$ cat src/verilog/video_timing_pkg.sv
package video_timing_pkg;

  // register byte addresses
  localparam logic [15:0] ADDR_START = 16'h3000;
  localparam logic [15:0] ADDR_PITCH = 16'h3008;
  localparam logic [15:0] ADDR_HTOTAL = 16'h3010;
  localparam logic [15:0] ADDR_GATE = 16'h3018;
  localparam logic [15:0] ADDR_HBLANK = 16'h3020;
  localparam logic [15:0] ADDR_HSYNC_FIRST = 16'h3028;
  localparam logic [15:0] ADDR_HSYNC_AFTER = 16'h3030;
  localparam logic [15:0] ADDR_VTOTAL = 16'h3038;
  localparam logic [15:0] ADDR_VBLANK = 16'h3040;
  localparam logic [15:0] ADDR_VSYNC_PRE = 16'h3048;
  localparam logic [15:0] ADDR_VSYNC_LAST = 16'h3050;
  localparam logic [15:0] ADDR_CONTROL = 16'h3058;

  // field widths
  localparam int ADDR_W = 20;
  localparam int CNT_W = 11;
  localparam int CTRL_W = 17;

  // display control field positions
  localparam int CTL_ENABLE = 0;
  localparam int CTL_BLANK_POL = 1;
  localparam int CTL_REPEAT = 2;
  localparam int CTL_HSYNC_LO = 3;
  localparam int CTL_VSYNC_LO = 5;
  localparam int CTL_PEND_HOST = 7;
  localparam int CTL_PEND_ENG = 8;
  localparam int CTL_SWAP_LO = 9;
  localparam int CTL_WIDE = 16;

  // reset values
  localparam logic [ADDR_W-1:0] ADDR_RESET = 20'h00000;
  localparam logic [CNT_W-1:0] CNT_RESET = 11'h000;
  localparam logic [CTRL_W-1:0] CTRL_RESET = 17'h00000;
  localparam logic [31:0] DATA_ZERO = 32'h00000000;
  localparam logic [CNT_W-1:0] CNT_ONE = 11'h001;
  localparam logic [ADDR_W-1:0] ADDR_ONE_UNIT = 20'h00000;

  // sync drive modes
  typedef enum logic [1:0] {
    SYNC_FORCE_HIGH = 2'h0,
    SYNC_ACTIVE_HIGH = 2'h1,
    SYNC_FORCE_LOW = 2'h2,
    SYNC_ACTIVE_LOW = 2'h3
  } sync_mode_t;

  // start address swap policy
  typedef enum logic [1:0] {
    SWAP_AT_BLANK = 2'h0,
    SWAP_IMMEDIATE = 2'h1
  } swap_policy_t;

  // wishbone request
  typedef struct packed {
    logic cyc;
    logic stb;
    logic we;
    logic [3:0] sel;
    logic [15:0] adr;
    logic [31:0] dat;
  } wb_req_t;

  // graphics engine start address write
  typedef struct packed {
    logic we;
    logic [ADDR_W-1:0] addr;
  } engine_write_t;

  // monitor and pixel path outputs
  typedef struct packed {
    logic blank;
    logic hsync;
    logic vsync;
    logic data_clk;
    logic wide;
    logic [ADDR_W-1:0] line_addr;
  } video_out_t;

endpackage : video_timing_pkg
$ cat src/verilog/display_video_timing_generator.sv
`timescale 1ns/1ps
// Function
// - start address bits 0-19, top-left pixel address in 64-bit units
// - new start address takes effect at the next vertical blank, or at once when control bits 9-10 select immediate swap
// - pending flag stays set until the new start address is consumed
// - control bit 7 read-only, set by bus write of start address
// - control bit 8 read-only, set by engine write of start address
// - line pitch bits 0-19, distance between displayed lines, 64-bit units
// - horizontal total bits 0-10, index of last unit of a line
// - gate end bits 0-10, index of last unit of gate interval
// - no video data clocked out during the horizontal gate interval
// - new gate end takes effect only at the next vertical blank
// - horizontal blank end bits 0-10, last unit of blanking
// - horizontal sync start bits 0-10, first unit in sync
// - horizontal sync end bits 0-10, first unit after sync
// - vertical total bits 0-10, index of last scanline of frame
// - vertical blank end bits 0-10, first line after blanking
// - vertical sync start bits 0-10, line before sync begins
// - vertical sync end bits 0-10, last line within sync
// - control bit 2 set outputs each scanline twice, else once
// - control bit 16 selects 64-bit units to dac, else 32-bit
module display_video_timing_generator (
  // clock and reset
  input wire logic clk,
  input wire logic rst_b,
  // wishbone slave
  input wire video_timing_pkg::wb_req_t wb_req,
  output logic [31:0] wb_dat_o,
  output logic wb_ack_o,
  // graphics engine start address path
  input wire video_timing_pkg::engine_write_t eng_wr,
  // monitor and pixel path
  output video_timing_pkg::video_out_t video
);
  import video_timing_pkg::*;

  // byte-lane merge for partial writes
  function automatic logic [31:0] lane_merge(input logic [31:0] old_v, input logic [31:0] new_v,
                                             input logic [3:0] sel);
    logic [31:0] r;
    r = old_v;
    for (int i = 0; i < 4; i++)
    begin
      if (sel[i])
        r[i*8 +: 8] = new_v[i*8 +: 8];
    end
    return r;
  endfunction : lane_merge

  // drive a sync line from its mode and its active level
  function automatic logic sync_drive(input logic [1:0] mode, input logic act);
    case (sync_mode_t'(mode))
      SYNC_FORCE_HIGH: return 1'b1;
      SYNC_ACTIVE_HIGH: return act;
      SYNC_FORCE_LOW: return 1'b0;
      default: return ~act;
    endcase
  endfunction : sync_drive

  logic [ADDR_W-1:0] start_shadow_reg;
  logic [ADDR_W-1:0] start_active_reg;
  logic [ADDR_W-1:0] pitch_reg;
  logic [CNT_W-1:0] htotal_reg;
  logic [CNT_W-1:0] gate_shadow_reg;
  logic [CNT_W-1:0] gate_active_reg;
  logic [CNT_W-1:0] hblank_reg;
  logic [CNT_W-1:0] hsync_first_reg;
  logic [CNT_W-1:0] hsync_after_reg;
  logic [CNT_W-1:0] vtotal_reg;
  logic [CNT_W-1:0] vblank_reg;
  logic [CNT_W-1:0] vsync_pre_reg;
  logic [CNT_W-1:0] vsync_last_reg;
  logic [CTRL_W-1:0] ctrl_reg;
  logic pend_host_reg;
  logic pend_eng_reg;
  logic [CNT_W-1:0] hcnt_reg;
  logic [CNT_W-1:0] vcnt_reg;
  logic repeat_reg;
  logic [ADDR_W-1:0] line_addr_reg;

  logic access;
  logic wr_edge;
  logic [31:0] rd_next;
  logic [31:0] ctrl_view;
  logic [31:0] wdat;
  logic wr_start;
  logic line_end;
  logic line_advance;
  logic frame_end;
  logic swap_now;
  logic h_blank;
  logic h_sync;
  logic v_blank;
  logic v_sync;
  logic gate;

  assign access = wb_req.cyc & wb_req.stb;
  // write lands on the edge where ack is sampled high
  assign wr_edge = access & wb_req.we & wb_ack_o;
  assign wr_start = wr_edge && (wb_req.adr == ADDR_START);

  // read view of display control with live pending flags
  always_comb
  begin
    ctrl_view = {15'h0000, ctrl_reg};
    ctrl_view[CTL_PEND_HOST] = pend_host_reg;
    ctrl_view[CTL_PEND_ENG] = pend_eng_reg;
  end

  // write data merged with the current register value
  always_comb
  begin
    wdat = DATA_ZERO;
    if (wb_req.adr == ADDR_START)
      wdat = lane_merge({12'h000, start_shadow_reg}, wb_req.dat, wb_req.sel);
    else if (wb_req.adr == ADDR_PITCH)
      wdat = lane_merge({12'h000, pitch_reg}, wb_req.dat, wb_req.sel);
    else if (wb_req.adr == ADDR_HTOTAL)
      wdat = lane_merge({21'h000000, htotal_reg}, wb_req.dat, wb_req.sel);
    else if (wb_req.adr == ADDR_GATE)
      wdat = lane_merge({21'h000000, gate_shadow_reg}, wb_req.dat, wb_req.sel);
    else if (wb_req.adr == ADDR_HBLANK)
      wdat = lane_merge({21'h000000, hblank_reg}, wb_req.dat, wb_req.sel);
    else if (wb_req.adr == ADDR_HSYNC_FIRST)
      wdat = lane_merge({21'h000000, hsync_first_reg}, wb_req.dat, wb_req.sel);
    else if (wb_req.adr == ADDR_HSYNC_AFTER)
      wdat = lane_merge({21'h000000, hsync_after_reg}, wb_req.dat, wb_req.sel);
    else if (wb_req.adr == ADDR_VTOTAL)
      wdat = lane_merge({21'h000000, vtotal_reg}, wb_req.dat, wb_req.sel);
    else if (wb_req.adr == ADDR_VBLANK)
      wdat = lane_merge({21'h000000, vblank_reg}, wb_req.dat, wb_req.sel);
    else if (wb_req.adr == ADDR_VSYNC_PRE)
      wdat = lane_merge({21'h000000, vsync_pre_reg}, wb_req.dat, wb_req.sel);
    else if (wb_req.adr == ADDR_VSYNC_LAST)
      wdat = lane_merge({21'h000000, vsync_last_reg}, wb_req.dat, wb_req.sel);
    else if (wb_req.adr == ADDR_CONTROL)
      wdat = lane_merge(ctrl_view, wb_req.dat, wb_req.sel);
  end

  // read decode, unmapped reads as zero
  always_comb
  begin
    rd_next = DATA_ZERO;
    if (wb_req.adr == ADDR_START)
      rd_next = {12'h000, start_shadow_reg};
    else if (wb_req.adr == ADDR_PITCH)
      rd_next = {12'h000, pitch_reg};
    else if (wb_req.adr == ADDR_HTOTAL)
      rd_next = {21'h000000, htotal_reg};
    else if (wb_req.adr == ADDR_GATE)
      rd_next = {21'h000000, gate_shadow_reg};
    else if (wb_req.adr == ADDR_HBLANK)
      rd_next = {21'h000000, hblank_reg};
    else if (wb_req.adr == ADDR_HSYNC_FIRST)
      rd_next = {21'h000000, hsync_first_reg};
    else if (wb_req.adr == ADDR_HSYNC_AFTER)
      rd_next = {21'h000000, hsync_after_reg};
    else if (wb_req.adr == ADDR_VTOTAL)
      rd_next = {21'h000000, vtotal_reg};
    else if (wb_req.adr == ADDR_VBLANK)
      rd_next = {21'h000000, vblank_reg};
    else if (wb_req.adr == ADDR_VSYNC_PRE)
      rd_next = {21'h000000, vsync_pre_reg};
    else if (wb_req.adr == ADDR_VSYNC_LAST)
      rd_next = {21'h000000, vsync_last_reg};
    else if (wb_req.adr == ADDR_CONTROL)
      rd_next = ctrl_view;
  end

  // bus answer: ack one cycle after the request, dropped the cycle after
  always_ff @(posedge clk or negedge rst_b)
  begin
    if (!rst_b)
    begin
      wb_ack_o <= 1'b0;
      wb_dat_o <= DATA_ZERO;
    end
    else
    begin
      wb_ack_o <= access & ~wb_ack_o;
      wb_dat_o <= (access & ~wb_ack_o & ~wb_req.we) ? rd_next : DATA_ZERO;
    end
  end

  // timing registers, one process each, written on the ack edge
  always_ff @(posedge clk or negedge rst_b)
  begin
    if (!rst_b)
      pitch_reg <= ADDR_RESET;
    else if (wr_edge && (wb_req.adr == ADDR_PITCH))
      pitch_reg <= wdat[ADDR_W-1:0];
  end

  always_ff @(posedge clk or negedge rst_b)
  begin
    if (!rst_b)
      htotal_reg <= CNT_RESET;
    else if (wr_edge && (wb_req.adr == ADDR_HTOTAL))
      htotal_reg <= wdat[CNT_W-1:0];
  end

  always_ff @(posedge clk or negedge rst_b)
  begin
    if (!rst_b)
      gate_shadow_reg <= CNT_RESET;
    else if (wr_edge && (wb_req.adr == ADDR_GATE))
      gate_shadow_reg <= wdat[CNT_W-1:0];
  end

  always_ff @(posedge clk or negedge rst_b)
  begin
    if (!rst_b)
      hblank_reg <= CNT_RESET;
    else if (wr_edge && (wb_req.adr == ADDR_HBLANK))
      hblank_reg <= wdat[CNT_W-1:0];
  end

  always_ff @(posedge clk or negedge rst_b)
  begin
    if (!rst_b)
      hsync_first_reg <= CNT_RESET;
    else if (wr_edge && (wb_req.adr == ADDR_HSYNC_FIRST))
      hsync_first_reg <= wdat[CNT_W-1:0];
  end

  always_ff @(posedge clk or negedge rst_b)
  begin
    if (!rst_b)
      hsync_after_reg <= CNT_RESET;
    else if (wr_edge && (wb_req.adr == ADDR_HSYNC_AFTER))
      hsync_after_reg <= wdat[CNT_W-1:0];
  end

  always_ff @(posedge clk or negedge rst_b)
  begin
    if (!rst_b)
      vtotal_reg <= CNT_RESET;
    else if (wr_edge && (wb_req.adr == ADDR_VTOTAL))
      vtotal_reg <= wdat[CNT_W-1:0];
  end

  always_ff @(posedge clk or negedge rst_b)
  begin
    if (!rst_b)
      vblank_reg <= CNT_RESET;
    else if (wr_edge && (wb_req.adr == ADDR_VBLANK))
      vblank_reg <= wdat[CNT_W-1:0];
  end

  always_ff @(posedge clk or negedge rst_b)
  begin
    if (!rst_b)
      vsync_pre_reg <= CNT_RESET;
    else if (wr_edge && (wb_req.adr == ADDR_VSYNC_PRE))
      vsync_pre_reg <= wdat[CNT_W-1:0];
  end

  always_ff @(posedge clk or negedge rst_b)
  begin
    if (!rst_b)
      vsync_last_reg <= CNT_RESET;
    else if (wr_edge && (wb_req.adr == ADDR_VSYNC_LAST))
      vsync_last_reg <= wdat[CNT_W-1:0];
  end

  always_ff @(posedge clk or negedge rst_b)
  begin
    if (!rst_b)
      ctrl_reg <= CTRL_RESET;
    else if (wr_edge && (wb_req.adr == ADDR_CONTROL))
      ctrl_reg <= wdat[CTRL_W-1:0];
  end

  // raster counters
  assign line_end = (hcnt_reg == htotal_reg);
  assign line_advance = line_end & (~ctrl_reg[CTL_REPEAT] | repeat_reg);
  assign frame_end = line_advance & (vcnt_reg == vtotal_reg);

  // unit counter within a line
  always_ff @(posedge clk or negedge rst_b)
  begin
    if (!rst_b)
      hcnt_reg <= CNT_RESET;
    else
      hcnt_reg <= line_end ? CNT_RESET : hcnt_reg + CNT_ONE;
  end

  // repeat phase: high on the second copy of a doubled line
  always_ff @(posedge clk or negedge rst_b)
  begin
    if (!rst_b)
      repeat_reg <= 1'b0;
    else if (line_end)
      repeat_reg <= ctrl_reg[CTL_REPEAT] & ~repeat_reg;
  end

  // scanline counter within a frame
  always_ff @(posedge clk or negedge rst_b)
  begin
    if (!rst_b)
      vcnt_reg <= CNT_RESET;
    else if (frame_end)
      vcnt_reg <= CNT_RESET;
    else if (line_advance)
      vcnt_reg <= vcnt_reg + CNT_ONE;
  end

  // start address swap: frame blank or immediate
  assign swap_now = (pend_host_reg | pend_eng_reg) &
    ((swap_policy_t'(ctrl_reg[CTL_SWAP_LO +: 2]) == SWAP_IMMEDIATE) | frame_end);

  // shadow start address, bus write wins over the engine
  always_ff @(posedge clk or negedge rst_b)
  begin
    if (!rst_b)
      start_shadow_reg <= ADDR_RESET;
    else if (wr_start)
      start_shadow_reg <= wdat[ADDR_W-1:0];
    else if (eng_wr.we)
      start_shadow_reg <= eng_wr.addr;
  end

  // active start address only moves on a swap
  always_ff @(posedge clk or negedge rst_b)
  begin
    if (!rst_b)
      start_active_reg <= ADDR_RESET;
    else if (swap_now)
      start_active_reg <= start_shadow_reg;
  end

  // pending flags: a new write in the swap cycle keeps its flag set
  always_ff @(posedge clk or negedge rst_b)
  begin
    if (!rst_b)
      pend_host_reg <= 1'b0;
    else
      pend_host_reg <= wr_start | (pend_host_reg & ~swap_now);
  end

  always_ff @(posedge clk or negedge rst_b)
  begin
    if (!rst_b)
      pend_eng_reg <= 1'b0;
    else
      pend_eng_reg <= (eng_wr.we & ~wr_start) | (pend_eng_reg & ~swap_now);
  end

  // gate end is only taken up at frame blank
  always_ff @(posedge clk or negedge rst_b)
  begin
    if (!rst_b)
      gate_active_reg <= CNT_RESET;
    else if (frame_end)
      gate_active_reg <= gate_shadow_reg;
  end

  // raster decode
  assign h_blank = (hcnt_reg <= hblank_reg);
  assign h_sync = (hcnt_reg >= hsync_first_reg) & (hcnt_reg < hsync_after_reg);
  assign v_blank = (vcnt_reg < vblank_reg);
  assign v_sync = (vcnt_reg > vsync_pre_reg) & (vcnt_reg <= vsync_last_reg);
  assign gate = (hcnt_reg <= gate_active_reg);

  // scanline memory address, restarted each frame
  always_ff @(posedge clk or negedge rst_b)
  begin
    if (!rst_b)
      line_addr_reg <= ADDR_RESET;
    else if (frame_end | (line_advance & (vcnt_reg < vblank_reg)))
      line_addr_reg <= swap_now ? start_shadow_reg : start_active_reg;
    else if (line_advance)
      line_addr_reg <= line_addr_reg + pitch_reg;
  end

  // registered outputs
  always_ff @(posedge clk or negedge rst_b)
  begin
    if (!rst_b)
      video <= '0;
    else
    begin
      video.blank <= (h_blank | v_blank) ^ ctrl_reg[CTL_BLANK_POL];
      video.hsync <= sync_drive(ctrl_reg[CTL_HSYNC_LO +: 2], h_sync);
      video.vsync <= sync_drive(ctrl_reg[CTL_VSYNC_LO +: 2], v_sync);
      video.data_clk <= ctrl_reg[CTL_ENABLE] & ~gate & ~v_blank;
      video.wide <= ctrl_reg[CTL_WIDE];
      video.line_addr <= line_addr_reg;
    end
  end

endmodule : display_video_timing_generator

$ cat config.mk
export PLATFORM = sky130hd
export DESIGN_NAME = display_video_timing_generator
export DESIGN_NICKNAME = d
export VERILOG_FILES = /design/src/verilog/video_timing_pkg.sv /design/src/verilog/display_video_timing_generator.sv
export SDC_FILE = /design/constraint.sdc
export NUM_CORES = 1
export LEC_CHECK = 0
export BUFFER_PORTS_ARGS = -buffer_cell sky130_fd_sc_hd__buf_2
export CELL_PAD_IN_SITES_DETAIL_PLACEMENT = 0
export CELL_PAD_IN_SITES_GLOBAL_PLACEMENT = 1
export CORE_ASPECT_RATIO = 0.5
export CORE_UTILIZATION = 50
export CTS_CLUSTER_SIZE = 16
export DETAILED_ROUTE_END_ITERATION = 8
export HOLD_SLACK_MARGIN = 0.12
export MAX_ROUTING_LAYER = met4
export PLACE_DENSITY_LB_ADDON = 0.1
export SLEW_MARGIN = 20
export SYNTH_ARGS = -nofsm -noshare
export SYNTH_HDL_FRONTEND = slang
export SYNTH_SLANG_ARGS = --single-unit
$ cat constraint.sdc
create_clock -name clk -period 4.65 [get_ports clk]
set_clock_uncertainty 0.15 [all_clocks]
set_input_delay 0.6975 -clock clk [delete_from_list [all_inputs] [get_ports clk]]
set_output_delay 0.6975 -clock clk [all_outputs]
set_load 0.05 [all_outputs]
==> metrics.log, run 1 <==
INFO  metric powerDensity = between 200 and 300 mW/mm^2
INFO  metric placementRows = 46
INFO  metric worst_setup_path_start_kind = input pin
INFO  metric critical-path-slowest-cell = sky130_fd_sc_hd__and4b_1
INFO  metric groute.layer.met3.usage = 12.8%
INFO  metric clock-root-buffer = sky130_fd_sc_hd__clkbuf_16
INFO  metric yosysTopAreaCellShare = roughly two fifths
INFO  metric power.share.sequential = between 40% and 50%
INFO  metric clock_tree_from_tritoncts = yes
INFO  metric cp_data_arrival_time = approximately 4.0 ns
INFO  metric maxSlewViolCount = 0
INFO  metric critical_path_buffers_and_inverters = 2
INFO  metric grt_first_pass_wirelength = 101000 um
INFO  metric placed_area = around 0.018 sq mm
INFO  metric power.share.combinational = between 10% and 20%
INFO  metric synth-seq-area-share = between 40% and 50%
INFO  metric numClockSinks = 276
INFO  metric route.detailed.vias_per_inst = 6.64
INFO  metric busiest_layer = met1
INFO  metric first_global_vias = 15337
INFO  metric remaining_drc_errors = 0
INFO  metric crit_end_category = flip-flop
INFO  metric post-synth-top-area-cell = sky130_fd_sc_hd__dfrtp_1
INFO  metric num_vias = 16295
INFO  metric finalHoldViolCount = 0
INFO  metric post_cts.resized_instances = 0
INFO  metric synthesis.area = 0.0167 sq mm
INFO  metric setup-tns-final = 0 ns
INFO  metric worst_setup_hold_path_clk_slew = 0.07 ns
INFO  metric synth_cell_type_count = a little over 80
INFO  metric power.total = 5.40 mW
INFO  metric globalRouteMet1Util = between 60% and 70%
INFO  metric core = ~0.032 sq mm
INFO  metric drt-wirelength-per-cell = ~28 um
INFO  metric postSynth.asyncResetShare = between 90% and 100%
INFO  metric number_of_max_cap_violations = 0
INFO  metric top_level_ports = approximately 140
INFO  metric cts-htree-levels = 1
INFO  metric grt_overflow_total = 0
INFO  metric syn-mean-instance-area = roughly 9 sq um
INFO  metric power.ir.vdd_worst = approximately 0.27 mV
INFO  metric critical-path-max-stage-delay = approximately 0.67 ns
INFO  metric period_needed = between 3 and 4 ns
INFO  metric detail_route.wirelength = roughly 68000 um
INFO  metric rsz0062_at_grt = no
INFO  metric number_of_non_filler_instances_in_the_completed_layout = between 2000 and 2500
INFO  metric share_clk_of_total_power = a little over two fifths
INFO  metric floorplan.die_area = between 0.03 and 0.04 sq mm
INFO  metric largest_net_degree_at_the_start_of_global_routing = between 100 and 150
INFO  metric netlist_top_cells_area = sky130_fd_sc_hd__dfrtp_1 (41%), sky130_fd_sc_hd__ha_1 (7.2%), sky130_fd_sc_hd__nand2_1 (6.5%), sky130_fd_sc_hd__o21ai_0 (6.0%), sky130_fd_sc_hd__nor2_1 (3.2%)
INFO  metric cts_hold_repair.buffers = 0
INFO  metric netSwitchingPower = approximately 1.5 mW
INFO  metric preCtsSetupSlack = roughly 0.55 ns
INFO  metric detailedPlacementHpwl = between 50000 and 60000 um
INFO  metric drt_first_iter_violations = approximately 2700
INFO  metric drt_pre_antenna_iters = 6
INFO  metric post-route-util = slightly below 60%
INFO  metric p_leak = 7.99 nW
INFO  metric synth-edff-count = 0
INFO  metric die_span_in_y = about 130 um
INFO  metric fillerInstances = approximately 2900
INFO  metric max_slew.worst_pin.slew = about 1.1 ns
INFO  metric antenna_found_initial = 2
INFO  metric outcome = finished clean
INFO  metric drive_gt1_share = 14.0%
INFO  metric gp_congestion = ~1.1
INFO  metric layout.cell_area.non_filler = approximately 0.019 sq mm
INFO  metric post_cts_buffers = 0
INFO  metric internal_power = between 3 and 4 mW
INFO  metric dp.cells = around 2400
INFO  metric nNetsFinal = around 2200
INFO  metric path_delay_family = simple AND/OR/NAND/NOR gates
INFO  metric worst_skew_pair.late_latency = slightly below 0.6 ns
INFO  metric post-route-period-util = about four fifths
INFO  metric largest_register_ff_count = 25
INFO  metric timing.fmax = ~270 MHz
INFO  metric final_antenna_net_count = 0
INFO  metric netSwitchingFraction = between 20 and 30%
INFO  metric path_max_fanout = 12
INFO  metric synth-seq-cells = about 280
INFO  metric fin_ws = between 0.9 and 1 ns
INFO  metric cp_cell_sequence = buf_2, nor4_4, and4b_1, nand2_1, buf_4, o31ai_1, a2111oi_2, nor4_1, or3_1, o21ai_0
INFO  metric start_util = between 50% and 60%
INFO  metric timing.critical_path.required = approximately 4.9 ns
INFO  metric number_of_cts_inserted_buffers = 27
INFO  metric area_growth = 12.4%
INFO  metric die-width = 260 um
INFO  metric port-buffer-count = 110
INFO  metric ctsLongestPathBuffers = 3
INFO  metric setup_viol = 0
INFO  metric track_usage = 40.9%
INFO  metric registers.top_by_ff_count = video
INFO  metric worst_min_delay_path_class = input pin to async pin
INFO  metric fin_worst_hold_slack = about 0.048 ns
INFO  metric worst_relative_slew_slack = 26.2%
INFO  metric synthFlopType = sky130_fd_sc_hd__dfrtp_1
INFO  metric postSynthCellCount = between 1500 and 2000
INFO  metric worst-setup-path-type = input pin to flip-flop
INFO  metric grt_util_met2 = ~55%
INFO  metric yosys_synthesis_warning_count = 0
cells in the final DEF (no fill, tap or decap), types with 19 or more instances in the layout:
| cell | netlist | routed |
|---|---|---|
| sky130_fd_sc_hd__xnor2_1 | 40 | 40 |
| sky130_fd_sc_hd__a21oi_1 | 88 | 88 |
| sky130_fd_sc_hd__nand4_1 | 24 | 24 |
| sky130_fd_sc_hd__mux2i_1 | 19 | 19 |
| sky130_fd_sc_hd__nand2_1 | 289 | 289 |
| sky130_fd_sc_hd__nor2_1 | 140 | 138 |
| sky130_fd_sc_hd__nand3_1 | 44 | 44 |
| sky130_fd_sc_hd__clkbuf_16 | 0 | 27 |
| sky130_fd_sc_hd__o21a_1 | 25 | 25 |
| sky130_fd_sc_hd__ha_1 | 96 | 96 |
| sky130_fd_sc_hd__dfrtp_1 | 276 | 276 |
| sky130_fd_sc_hd__mux2_2 | 36 | 36 |
| sky130_fd_sc_hd__o22ai_1 | 28 | 28 |
| sky130_fd_sc_hd__a31oi_1 | 29 | 29 |
| sky130_fd_sc_hd__nor3_1 | 24 | 23 |
| sky130_fd_sc_hd__buf_4 | 15 | 64 |
| sky130_fd_sc_hd__o21ai_1 | 22 | 22 |
| sky130_fd_sc_hd__a21o_1 | 19 | 19 |
| sky130_fd_sc_hd__inv_1 | 90 | 90 |
| sky130_fd_sc_hd__o21ai_0 | 201 | 201 |
| sky130_fd_sc_hd__buf_2 | 24 | 109 |
| sky130_fd_sc_hd__nand2b_1 | 20 | 20 |
layer usage:
metal | vias to the layer above | wire length (um) | part of all wire (%)
li1 | 7046 | - | -
met1 | 8022 | 29700 | 44
met2 | 1113 | 27500 | 40
met3 | 114 | 9390 | 14
met4 | 0 | 1440 | 2.1
met5 | - | 0 | 0
final timing paths:
path | startpoint | end | slack (ns) | cells past startpoint
min | rst_b | start_shadow_reg[11]$_DFFE_PN0P_ | 0.05 | 1
min in group clk | wb_req[53] | wb_ack_o$_DFF_PN0_ | 0.25 | 3
min reg2reg | line_addr_reg[16]$_DFFE_PN0P_ | video[16]$_DFF_PN0_ | 0.25 | 0
max in group asynchronous | rst_b | vsync_pre_reg[10]$_DFFE_PN0P_ | 3.30 | 2
max | wb_req[46] | ctrl_reg[1]$_DFFE_PN0P_ | 0.95 | 10
max reg2reg | pitch_reg[0]$_DFFE_PN0P_ | line_addr_reg[16]$_DFFE_PN0P_ | 0.99 | 11
cells in the mapped netlist (7+ instances only):
library cell                number
sky130_fd_sc_hd__o31ai_1         8
sky130_fd_sc_hd__buf_4          15
sky130_fd_sc_hd__nor4_1          7
sky130_fd_sc_hd__o211ai_1       13
sky130_fd_sc_hd__o21a_1         25
sky130_fd_sc_hd__or3_1          12
sky130_fd_sc_hd__a21boi_0        7
sky130_fd_sc_hd__mux2i_1        19
sky130_fd_sc_hd__a22oi_1        13
sky130_fd_sc_hd__xor2_1         10
sky130_fd_sc_hd__nor2_1        140
sky130_fd_sc_hd__a32oi_1         7
sky130_fd_sc_hd__buf_2          24
sky130_fd_sc_hd__nand4_1        24
sky130_fd_sc_hd__a222oi_1       10
sky130_fd_sc_hd__nand2_1       289
sky130_fd_sc_hd__a2bb2oi_1       9
sky130_fd_sc_hd__a21o_1         19
sky130_fd_sc_hd__o221ai_1       14
sky130_fd_sc_hd__mux2_2         36
sky130_fd_sc_hd__dfrtp_1       276
sky130_fd_sc_hd__o21ai_1        22
sky130_fd_sc_hd__a31oi_1        29
sky130_fd_sc_hd__nand2b_1       20
sky130_fd_sc_hd__clkbuf_1       59
sky130_fd_sc_hd__and3_1          8
sky130_fd_sc_hd__nor3_1         24
sky130_fd_sc_hd__and2_1         10
sky130_fd_sc_hd__nor2b_1        16
sky130_fd_sc_hd__o21ai_0       201
sky130_fd_sc_hd__a221o_1        10
sky130_fd_sc_hd__ha_1           96
sky130_fd_sc_hd__o22ai_1        28
sky130_fd_sc_hd__nand3_1        44
sky130_fd_sc_hd__a221oi_1       10
sky130_fd_sc_hd__buf_1          11
sky130_fd_sc_hd__a211oi_1       15
sky130_fd_sc_hd__inv_1          90
sky130_fd_sc_hd__a21oi_1        88
sky130_fd_sc_hd__xnor2_1        40
final cells by class:
type | count | area [sq um] | area share (%)
Antenna cell | 2 | 5.00 | 0.0267
Clock buffer | 41 | 778 | 4.15
Clock inverter | 6 | 83.8 | 0.447
Inverter | 91 | 342 | 1.82
Multi-Input combinational cell | 1430 | 8990 | 47.9
Sequential cell | 276 | 6910 | 36.8
Tap cell | 432 | 541 | 2.88
Timing Repair Buffer | 177 | 1100 | 5.87
worst register-to-register path: cells and delay by family (launching register included):
family,cells,cell delay (ns)
multiplexers,1,0.37
buffers and inverters,1,0.07
adder cells (fa/ha/maj),2,0.64
flip-flops,1,0.49
AO/OA/AOI/OAI,4,1.31
AND/OR/NAND/NOR,3,0.55
kinds of logic (layout without fill, tap and decap cells):
logic type      count (synthesis)  after routing  synth area share [%]
fa+ha+maj                      97             97                  7.32
mux                            57             57                  3.77
buf+inv                       201            315                  5.09
simple gates                  621            621                  16.9
xor+xnor                       50             50                  2.63
compound gates                593            593                  22.9
other cells                     1             14                0.0225
flops                         276            276                  41.4
power by group through the flow:
stage / Combinational, mW / Clock, mW / Sequential, mW
2_1_floorplan: 0.291 / 0 / 2.66
3_5_place_dp: 0.579 / 0 / 2.59
3_3_place_gp: 0.568 / 0 / 2.58
6_report: 0.592 / 2.26 / 2.55
5_1_grt: 0.634 / 2.37 / 2.56
4_1_cts: 0.583 / 2.26 / 2.55
(Power assumes the default switching activity.)
==> run 2: changes to the inputs <==
--- a/config.mk
+++ b/config.mk
@@ -5,11 +5,12 @@
 export SDC_FILE = /design/constraint.sdc
 export NUM_CORES = 1
 export LEC_CHECK = 0
+export ABC_AREA = 1
 export BUFFER_PORTS_ARGS = -buffer_cell sky130_fd_sc_hd__buf_2
 export CELL_PAD_IN_SITES_DETAIL_PLACEMENT = 0
 export CELL_PAD_IN_SITES_GLOBAL_PLACEMENT = 1
 export CORE_ASPECT_RATIO = 0.5
-export CORE_UTILIZATION = 50
+export CORE_UTILIZATION = 45
 export CTS_CLUSTER_SIZE = 16
 export DETAILED_ROUTE_END_ITERATION = 8
 export HOLD_SLACK_MARGIN = 0.12
==> constraint.sdc (replaced) <==
create_clock -name clk -period 3.86 [get_ports clk]
set_clock_uncertainty 0.15 [all_clocks]
set_input_delay 0.579 -clock clk [delete_from_list [all_inputs] [get_ports clk]]
set_output_delay 0.579 -clock clk [all_outputs]
set_load 0.05 [all_outputs]
==> run 2 against run 1 <==
Die area is 17% higher. Sequential cell count stayed put. Sequential power is 19% higher. Critical path depth is 3 higher. Worst setup slack worse by 0.38 ns. Utilization is 5.0 points lower. Hold slack better by 0.10 ns. Via count is 8.1% higher. Largest cell class unchanged.
==> metrics.log, run 2 <==
INFO  metric number_of_cells_on_the_worst_reg_to_reg_path = 13
INFO  metric netlist_top_cells_area = sky130_fd_sc_hd__dfrtp_1 (39%), sky130_fd_sc_hd__nand2_1 (18%), sky130_fd_sc_hd__ha_1 (6.8%), sky130_fd_sc_hd__o21ai_0 (5.8%), sky130_fd_sc_hd__inv_1 (5.5%)
INFO  metric finalHoldViolCount = 0
INFO  metric synthesis.area = around 0.018 sq mm
INFO  metric clock_tree_from_tritoncts = yes
INFO  metric worst_relative_slew_slack = a little under two fifths
INFO  metric grt_overflow_total = 0
INFO  metric largest_net_degree_at_the_start_of_global_routing = 70
INFO  metric most-common-layout-cells = sky130_fd_sc_hd__nand2_1 (836), sky130_fd_sc_hd__dfrtp_1 (276), sky130_fd_sc_hd__inv_1 (259)
INFO  metric ctsLongestPathBuffers = 3
INFO  metric critical-path-max-stage-delay = just over 0.6 ns
INFO  metric worst_setup_hold_path_clk_slew = roughly 0.070 ns
INFO  metric layout.cell_area.non_filler = ~0.020 sq mm
INFO  metric yosysTopAreaCellShare = 39.3%
INFO  metric synth_simple_gate_area_share = 27.7%
INFO  metric area_growth = 14.8%
INFO  metric cp_data_arrival_time = ~3.6 ns
INFO  metric powerDensity = around 330 mW/mm^2
INFO  metric postSynth.asyncResetShare = between 90% and 100%
INFO  metric met1_length = 32100 um
INFO  metric post_cts_buffers = 0
INFO  metric setup-tns-final = 0 ns
INFO  metric synth-edff-count = 0
INFO  metric drive_gt1_share = ~11%
INFO  metric worst-setup-path-type = flip-flop to flip-flop
INFO  metric final_antenna_net_count = 0
INFO  metric mostFrequentLayoutCell = sky130_fd_sc_hd__nand2_1
INFO  metric p_leak = between 10 and 15 nW
INFO  metric path_max_fanout = 32
INFO  metric critical_path_buffers_and_inverters = 2
INFO  metric rsz0062_at_grt = no
INFO  metric period_needed = between 3 and 4 ns
INFO  metric numClockSinks = 276
INFO  metric ys_top_cells_by_count = sky130_fd_sc_hd__nand2_1 (836), sky130_fd_sc_hd__dfrtp_1 (276), sky130_fd_sc_hd__inv_1 (259), sky130_fd_sc_hd__o21ai_0 (204), sky130_fd_sc_hd__nor2_1 (156)
INFO  metric num_vias = roughly 18000
INFO  metric post-route-period-util = 85.1%
INFO  metric synthAdderAreaFrac = just under 7%
INFO  metric dr_wl_met3 = roughly 8300 um
INFO  metric synth-seq-cells = approximately 280
INFO  metric critical-path-slowest-cell = sky130_fd_sc_hd__dfrtp_1
INFO  metric floorplan.die_area = roughly 0.040 sq mm
INFO  metric power.ir.vdd_worst = 0.327 mV
INFO  metric remaining_drc_errors = 0
INFO  metric route.detailed.vias_per_inst = roughly 5.6
INFO  metric port-buffer-count = 110
INFO  metric first_global_vias = 16321
INFO  metric largest_family_of_logic_cells_by_synthesized_area = simple AND/OR/NAND/NOR gates
INFO  metric worst_setup_path_start_kind = flip-flop
INFO  metric synth_cell_type_count = 52
INFO  metric cts-htree-levels = 1
INFO  metric yosys-mux-area-fraction = less than 1%
INFO  metric timing.fmax = ~300 MHz
INFO  metric post_cts.resized_instances = 0
INFO  metric timing.critical_path.from = hcnt_reg[4]$_DFF_PN0_
INFO  metric timing.critical_path.required = ~4.2 ns
INFO  metric placementRows = 50
INFO  metric clock-root-buffer = sky130_fd_sc_hd__clkbuf_16
INFO  metric worst_skew_pair.late_latency = roughly 0.59 ns
INFO  metric max_slew.worst_pin.slew = around 0.93 ns
INFO  metric drt_pre_antenna_iters = 6
INFO  metric cp_cell_sequence = inv_2, nand2_1, nand4_1, nor3_2, nand2_2, a21oi_4, inv_2, o22ai_2, nand2_2, nand2_1, nand3_1, nand3_1, nand2_1
INFO  metric topRoutingLayerUsed = met4
INFO  metric die_span_in_y = 142 um
INFO  metric top_level_ports = 136
INFO  metric routed_length_on_met2 = 27700 um
INFO  metric drt_first_iter_violations = 1939
INFO  metric grt_first_pass_wirelength = ~100000 um
INFO  metric placed_area = around 0.019 sq mm
INFO  metric gp_congestion = 0.998
INFO  metric antenna_found_initial = 3
INFO  metric path_delay_family = simple AND/OR/NAND/NOR gates
INFO  metric synth_xor_xnor_area_share = ~1.3%
INFO  metric number_of_cts_inserted_buffers = 28
INFO  metric synthesized_area_fraction_occupied_by_ao_oa_aoi_and_oai_cells = between 10% and 20%
INFO  metric setup_viol = 0
INFO  metric syn-mean-instance-area = 7.16 sq um
INFO  metric detailedPlacementHpwl = approximately 53000 um
INFO  metric whs_endpoint = start_shadow_reg[16]$_DFFE_PN0P_
INFO  metric nNetsFinal = roughly 2800
INFO  metric start_util = 46.3%
INFO  metric maxSlewViolCount = 0
INFO  metric worstReg2RegEnd = line_addr_reg[14]$_DFFE_PN0P_
INFO  metric r2r_setup_slack = 0.58 ns
INFO  metric core = roughly 0.038 sq mm
INFO  metric die-width = 282 um
INFO  metric synth-seq-area-share = 39.3%
INFO  metric detail_route.wirelength = approximately 69000 um
INFO  metric track_usage = between 30 and 40%
INFO  metric antenna-diode-count = 0
INFO  metric drt-wirelength-per-cell = around 22 um
INFO  metric largest_register_ff_count = 25
INFO  metric number_of_max_cap_violations = 0
INFO  metric post-synth-top-area-cell = sky130_fd_sc_hd__dfrtp_1
INFO  metric yosys_synthesis_warning_count = 0
INFO  metric yosys.cell_count.top_type = sky130_fd_sc_hd__nand2_1
INFO  metric registers.top_by_ff_count = video
INFO  metric outcome = finished clean
INFO  metric worst_min_delay_path_class = input pin to flip-flop
INFO  metric synthFlopType = sky130_fd_sc_hd__dfrtp_1
INFO  metric timing.rr.start = hcnt_reg[4]$_DFF_PN0_
INFO  metric hold_path_cell_cnt = 4
INFO  metric timing.hold.worst.start = eng_wr[16]
INFO  metric cp_common_cell = sky130_fd_sc_hd__nand2_1
INFO  metric postSynthCellCount = around 2500
INFO  metric crit_end_category = flip-flop
## run 2: cell count changes after synthesis, moves of 17 or more
cell                       delta
sky130_fd_sc_hd__o21a_1      -22
sky130_fd_sc_hd__mux2_2      -36
sky130_fd_sc_hd__a21oi_1     +64
sky130_fd_sc_hd__nand2b_1    -20
sky130_fd_sc_hd__nand2_1    +547
sky130_fd_sc_hd__nand3_1     +49
sky130_fd_sc_hd__inv_1      +169
sky130_fd_sc_hd__a31oi_1     -25
sky130_fd_sc_hd__o22ai_1     -20
sky130_fd_sc_hd__xnor2_1     -27
sky130_fd_sc_hd__inv_2       +17
## run 2: power breakdown
group          internal, mW  switching (mW)
Clock                  1.72            1.29
Combinational         0.179           0.481
Sequential             2.98          0.0466
Total                  4.89            1.81
## run 2: repair_timing
item | in CTS | in global routing
endpoints found under the setup margin | 0 | 0
endpoints found under the hold margin | 81 | 0
hold buffers | 19 | 0
## run 2: routing by layer
| layer | global-route usage (%) | vias to the layer above |
|---|---|---|
| li1 | - | 8310 |
| met1 | 52.1 | 8451 |
| met2 | 49.3 | 772 |
| met3 | 12.3 | 80 |
| met4 | 6.52 | 0 |
| met5 | - | - |
## run 2: kinds of logic (layout without fill, tap and decap cells)
family | Yosys count | in the layout
xor gates and xnor gates | 26 | 26
DFF | 276 | 276
adders and majority gates | 97 | 97
and+or+nand+nor | 1190 | 1190
other | 1 | 12
buffers and inverters | 380 | 540
AOI/OAI and AO/OA | 475 | 475
muxes | 12 | 12
## run 2: stage by stage
step / power (mW) / std cells / utilization, % / hold WS (ns) / worst slack (ns)
after global routing: 6.92 / 3148 / 53.2 / 0.176 / 0.397
after floorplan: 3.48 / 2468 / - / 0.133 / 1.46
after CTS: 6.72 / 3148 / 53.2 / 0.134 / 0.628
final: 6.70 / 3148 / 53.2 / 0.149 / 0.576
after detailed placement: 3.72 / 3079 / 50.1 / 0.233 / 0.573
after global placement: 3.72 / 3079 / 50.1 / 0.227 / 0.569
## run 2: final cells by class
class	instances	area, sq um
Fill cell	3818	17800
Multi-Input combinational cell	1812	9200
Tap cell	520	651
Clock inverter	15	218
Clock buffer	35	757
Timing Repair Buffer	212	1410
Sequential cell	276	6910
Inverter	278	1040
## run 2: worst min-delay path, stage by stage
cell,delay (ns)
sky130_fd_sc_hd__buf_2,0.08
sky130_fd_sc_hd__nand2_1,0.05
sky130_fd_sc_hd__o21ai_0,0.05
sky130_fd_sc_hd__o21bai_1,0.10
## run 2: how the worst max path moves through the flow
stage                                          endpoint  depth (start not counted)
final                     line_addr_reg[14]$_DFFE_PN0P_                         13
after global routing      line_addr_reg[14]$_DFFE_PN0P_                         13
after CTS                 line_addr_reg[14]$_DFFE_PN0P_                         13
after detailed placement      vblank_reg[5]$_DFFE_PN0P_                         10
after global placement        vblank_reg[6]$_DFFE_PN0P_                         10
after floorplan           line_addr_reg[12]$_DFFE_PN0P_                         16
==> run 3: changes to the inputs <==
--- a/config.mk
+++ b/config.mk
@@ -6,7 +6,7 @@
 export NUM_CORES = 1
 export LEC_CHECK = 0
 export ABC_AREA = 1
-export BUFFER_PORTS_ARGS = -buffer_cell sky130_fd_sc_hd__buf_2
+export BUFFER_PORTS_ARGS = -buffer_cell sky130_fd_sc_hd__buf_4
 export CELL_PAD_IN_SITES_DETAIL_PLACEMENT = 0
 export CELL_PAD_IN_SITES_GLOBAL_PLACEMENT = 1
 export CORE_ASPECT_RATIO = 0.5
==> run 3 against run 2 <==
Cell area grew 0.82%. Sequential power about the same. First-iteration DRC count grew 1.0%. Worst setup slack got worse by 0.065 ns.
==> metrics.log, run 3 (synthesis gave the netlist of run 2 again) <==
INFO  metric clock-root-buffer = sky130_fd_sc_hd__clkbuf_16
INFO  metric worst_skew_pair.late_latency = around 0.6 ns
INFO  metric powerDensity = around 320 mW/mm^2
INFO  metric post_cts.resized_instances = 0
INFO  metric registers.top_by_ff_count = video
INFO  metric setup-tns-final = 0 ns
INFO  metric drive_gt1_share = ~11%
INFO  metric antenna_found_initial = 0
INFO  metric setup_viol = 0
INFO  metric die-width = around 280 um
INFO  metric worst-setup-path-type = flip-flop to flip-flop
INFO  metric number_of_max_cap_violations = 0
INFO  metric number_of_non_filler_instances_in_the_completed_layout = about 3100
INFO  metric finalHoldViolCount = 0
INFO  metric antenna-diode-count = 0
INFO  metric nNetsFinal = approximately 2800
INFO  metric core = between 0.03 and 0.04 sq mm
INFO  metric track_usage = 36.1%
INFO  metric numClockSinks = about 280
INFO  metric largest_register_ff_count = 25
INFO  metric outcome = finished clean
INFO  metric rsz0062_at_grt = no
INFO  metric number_of_cts_inserted_buffers = 27
INFO  metric worst_min_delay_path_class = input pin to flip-flop
INFO  metric worst_setup_hold_path_clk_slew = 0.07 ns
INFO  metric worst_relative_slew_slack = a little under half
INFO  metric p_leak = 10.3 nW
INFO  metric post-route-util = 53.6%
INFO  metric crit_end_category = flip-flop
INFO  metric placementRows = 50
INFO  metric cp_cell_sequence = inv_1, o21ai_1, nor2_1, nand3_1, nor3_1, nand4_1, o22ai_2, nand2_2, o21ai_1, nand2_1, nand3_1
INFO  metric remaining_drc_errors = 0
INFO  metric placed_area = a little under 0.02 sq mm
INFO  metric grt_overflow_total = 0
INFO  metric mostFrequentLayoutCell = sky130_fd_sc_hd__nand2_1
INFO  metric final_antenna_net_count = 0
INFO  metric detail_route.wirelength = slightly below 70000 um
INFO  metric ctsLongestPathBuffers = 3
INFO  metric num_vias = 17717
INFO  metric largest_net_degree_at_the_start_of_global_routing = 76
INFO  metric die_span_in_y = approximately 140 um
INFO  metric cp_data_arrival_time = about 3.7 ns
INFO  metric route.detailed.vias_per_inst = around 5.6
INFO  metric detailedPlacementHpwl = between 50000 and 60000 um
INFO  metric worst_setup_path_start_kind = flip-flop
INFO  metric floorplan.die_area = about 0.04 sq mm
INFO  metric layout.cell_area.non_filler = slightly above 0.02 sq mm
INFO  metric most-common-layout-cells = sky130_fd_sc_hd__nand2_1 (836), sky130_fd_sc_hd__dfrtp_1 (276), sky130_fd_sc_hd__inv_1 (259)
INFO  metric fin_ws = between 0.5 and 0.6 ns
INFO  metric timing.critical_path.required = between 4 and 5 ns
INFO  metric area_growth = 15.7%
INFO  metric grt_first_pass_wirelength = roughly 100000 um
INFO  metric preCtsSetupSlack = about 0.65 ns
INFO  metric first_global_vias = between 15000 and 20000
INFO  metric gp_congestion = approximately 1.0
INFO  metric max_slew.worst_pin.slew = between 0.7 and 0.8 ns
INFO  metric power.ir.vdd_worst = 0.303 mV
INFO  metric start_util = between 40 and 50%
INFO  metric post-route-period-util = just under 90%
INFO  metric dp.cells = between 3000 and 4000
INFO  metric cts-htree-levels = 1
INFO  metric critical-path-slowest-cell = sky130_fd_sc_hd__nand2_2
INFO  metric critical-path-max-stage-delay = 0.50 ns
INFO  metric drt-wirelength-per-cell = 21.9 um
INFO  metric timing.fmax = about 300 MHz
INFO  metric path_max_fanout = 32
INFO  metric clock_tree_from_tritoncts = yes
INFO  metric maxSlewViolCount = 0
INFO  metric period_needed = 3.35 ns
INFO  metric top_level_ports = roughly 140
INFO  metric fillerInstances = roughly 3800
INFO  metric drt_first_iter_violations = between 1500 and 2000
INFO  metric drt_pre_antenna_iters = 6
INFO  metric port-buffer-count = 110
==> run 3: area by class of cell <==
type / instances / area (sq um) / share of cell area [%]
Clock buffer: 37 / 773 / 3.80
Tap cell: 520 / 651 / 3.20
Timing Repair Buffer: 207 / 1650 / 8.09
Clock inverter: 13 / 133 / 0.652
Inverter: 278 / 1040 / 5.13
Multi-Input combinational cell: 1812 / 9200 / 45.2
Sequential cell: 276 / 6910 / 33.9
==> run 3: worst max-delay path: cells and delay by family, from the launching register on <==
family	cells	cell delay, ns
AND/OR/NAND/NOR	7	1.52
AO/OA/AOI/OAI	3	0.86
flip-flops	1	0.49
buffers and inverters	1	0.25
==> run 3: per-stage QoR <==
stage / total power, mW / hold slack, ns
after global placement: 3.75 / 0.232
final: 6.53 / 0.136
after detailed placement: 3.75 / 0.241
after global routing: 6.75 / 0.143
after floorplan: 3.48 / 0.133
after CTS: 6.57 / 0.125
==> run 3: routing by layer <==
metal	part of all wire [%]	GRT usage (%)	routed length, um
met2	40	49.2	27500
met5	0	-	0
met4	2.3	7.55	1560
met1	47	53.6	32300
met3	11	8.58	7580
==> run 3: what timing repair did <==
action / 4_1_cts / 5_1_grt
hold buffers: 19 / 0
setup buffers: 0 / 0
endpoints found under the hold margin: 88 / 0
==> run 3: report_power, final <==
group	internal, mW	switching (mW)
clock	1.54	1.27
sequential	2.98	0.0473
combinational	0.209	0.481
==> run 3: final timing paths <==
check,start,depth (start not counted),to,slack (ns)
worst max-delay path,vtotal_reg[10]$_DFFE_PN0P_,11,line_addr_reg[8]$_DFFE_PN0P_,0.51
worst min-delay path,eng_wr[9],3,start_shadow_reg[9]$_DFFE_PN0P_,0.14
worst max register to register,vtotal_reg[10]$_DFFE_PN0P_,11,line_addr_reg[8]$_DFFE_PN0P_,0.51
worst min register to register,ctrl_reg[16]$_DFFE_PN0P_,0,video[20]$_DFF_PN0_,0.25
max in group asynchronous,rst_b,3,hsync_first_reg[3]$_DFFE_PN0P_,2.31
min in group asynchronous,rst_b,2,video[18]$_DFF_PN0_,0.42
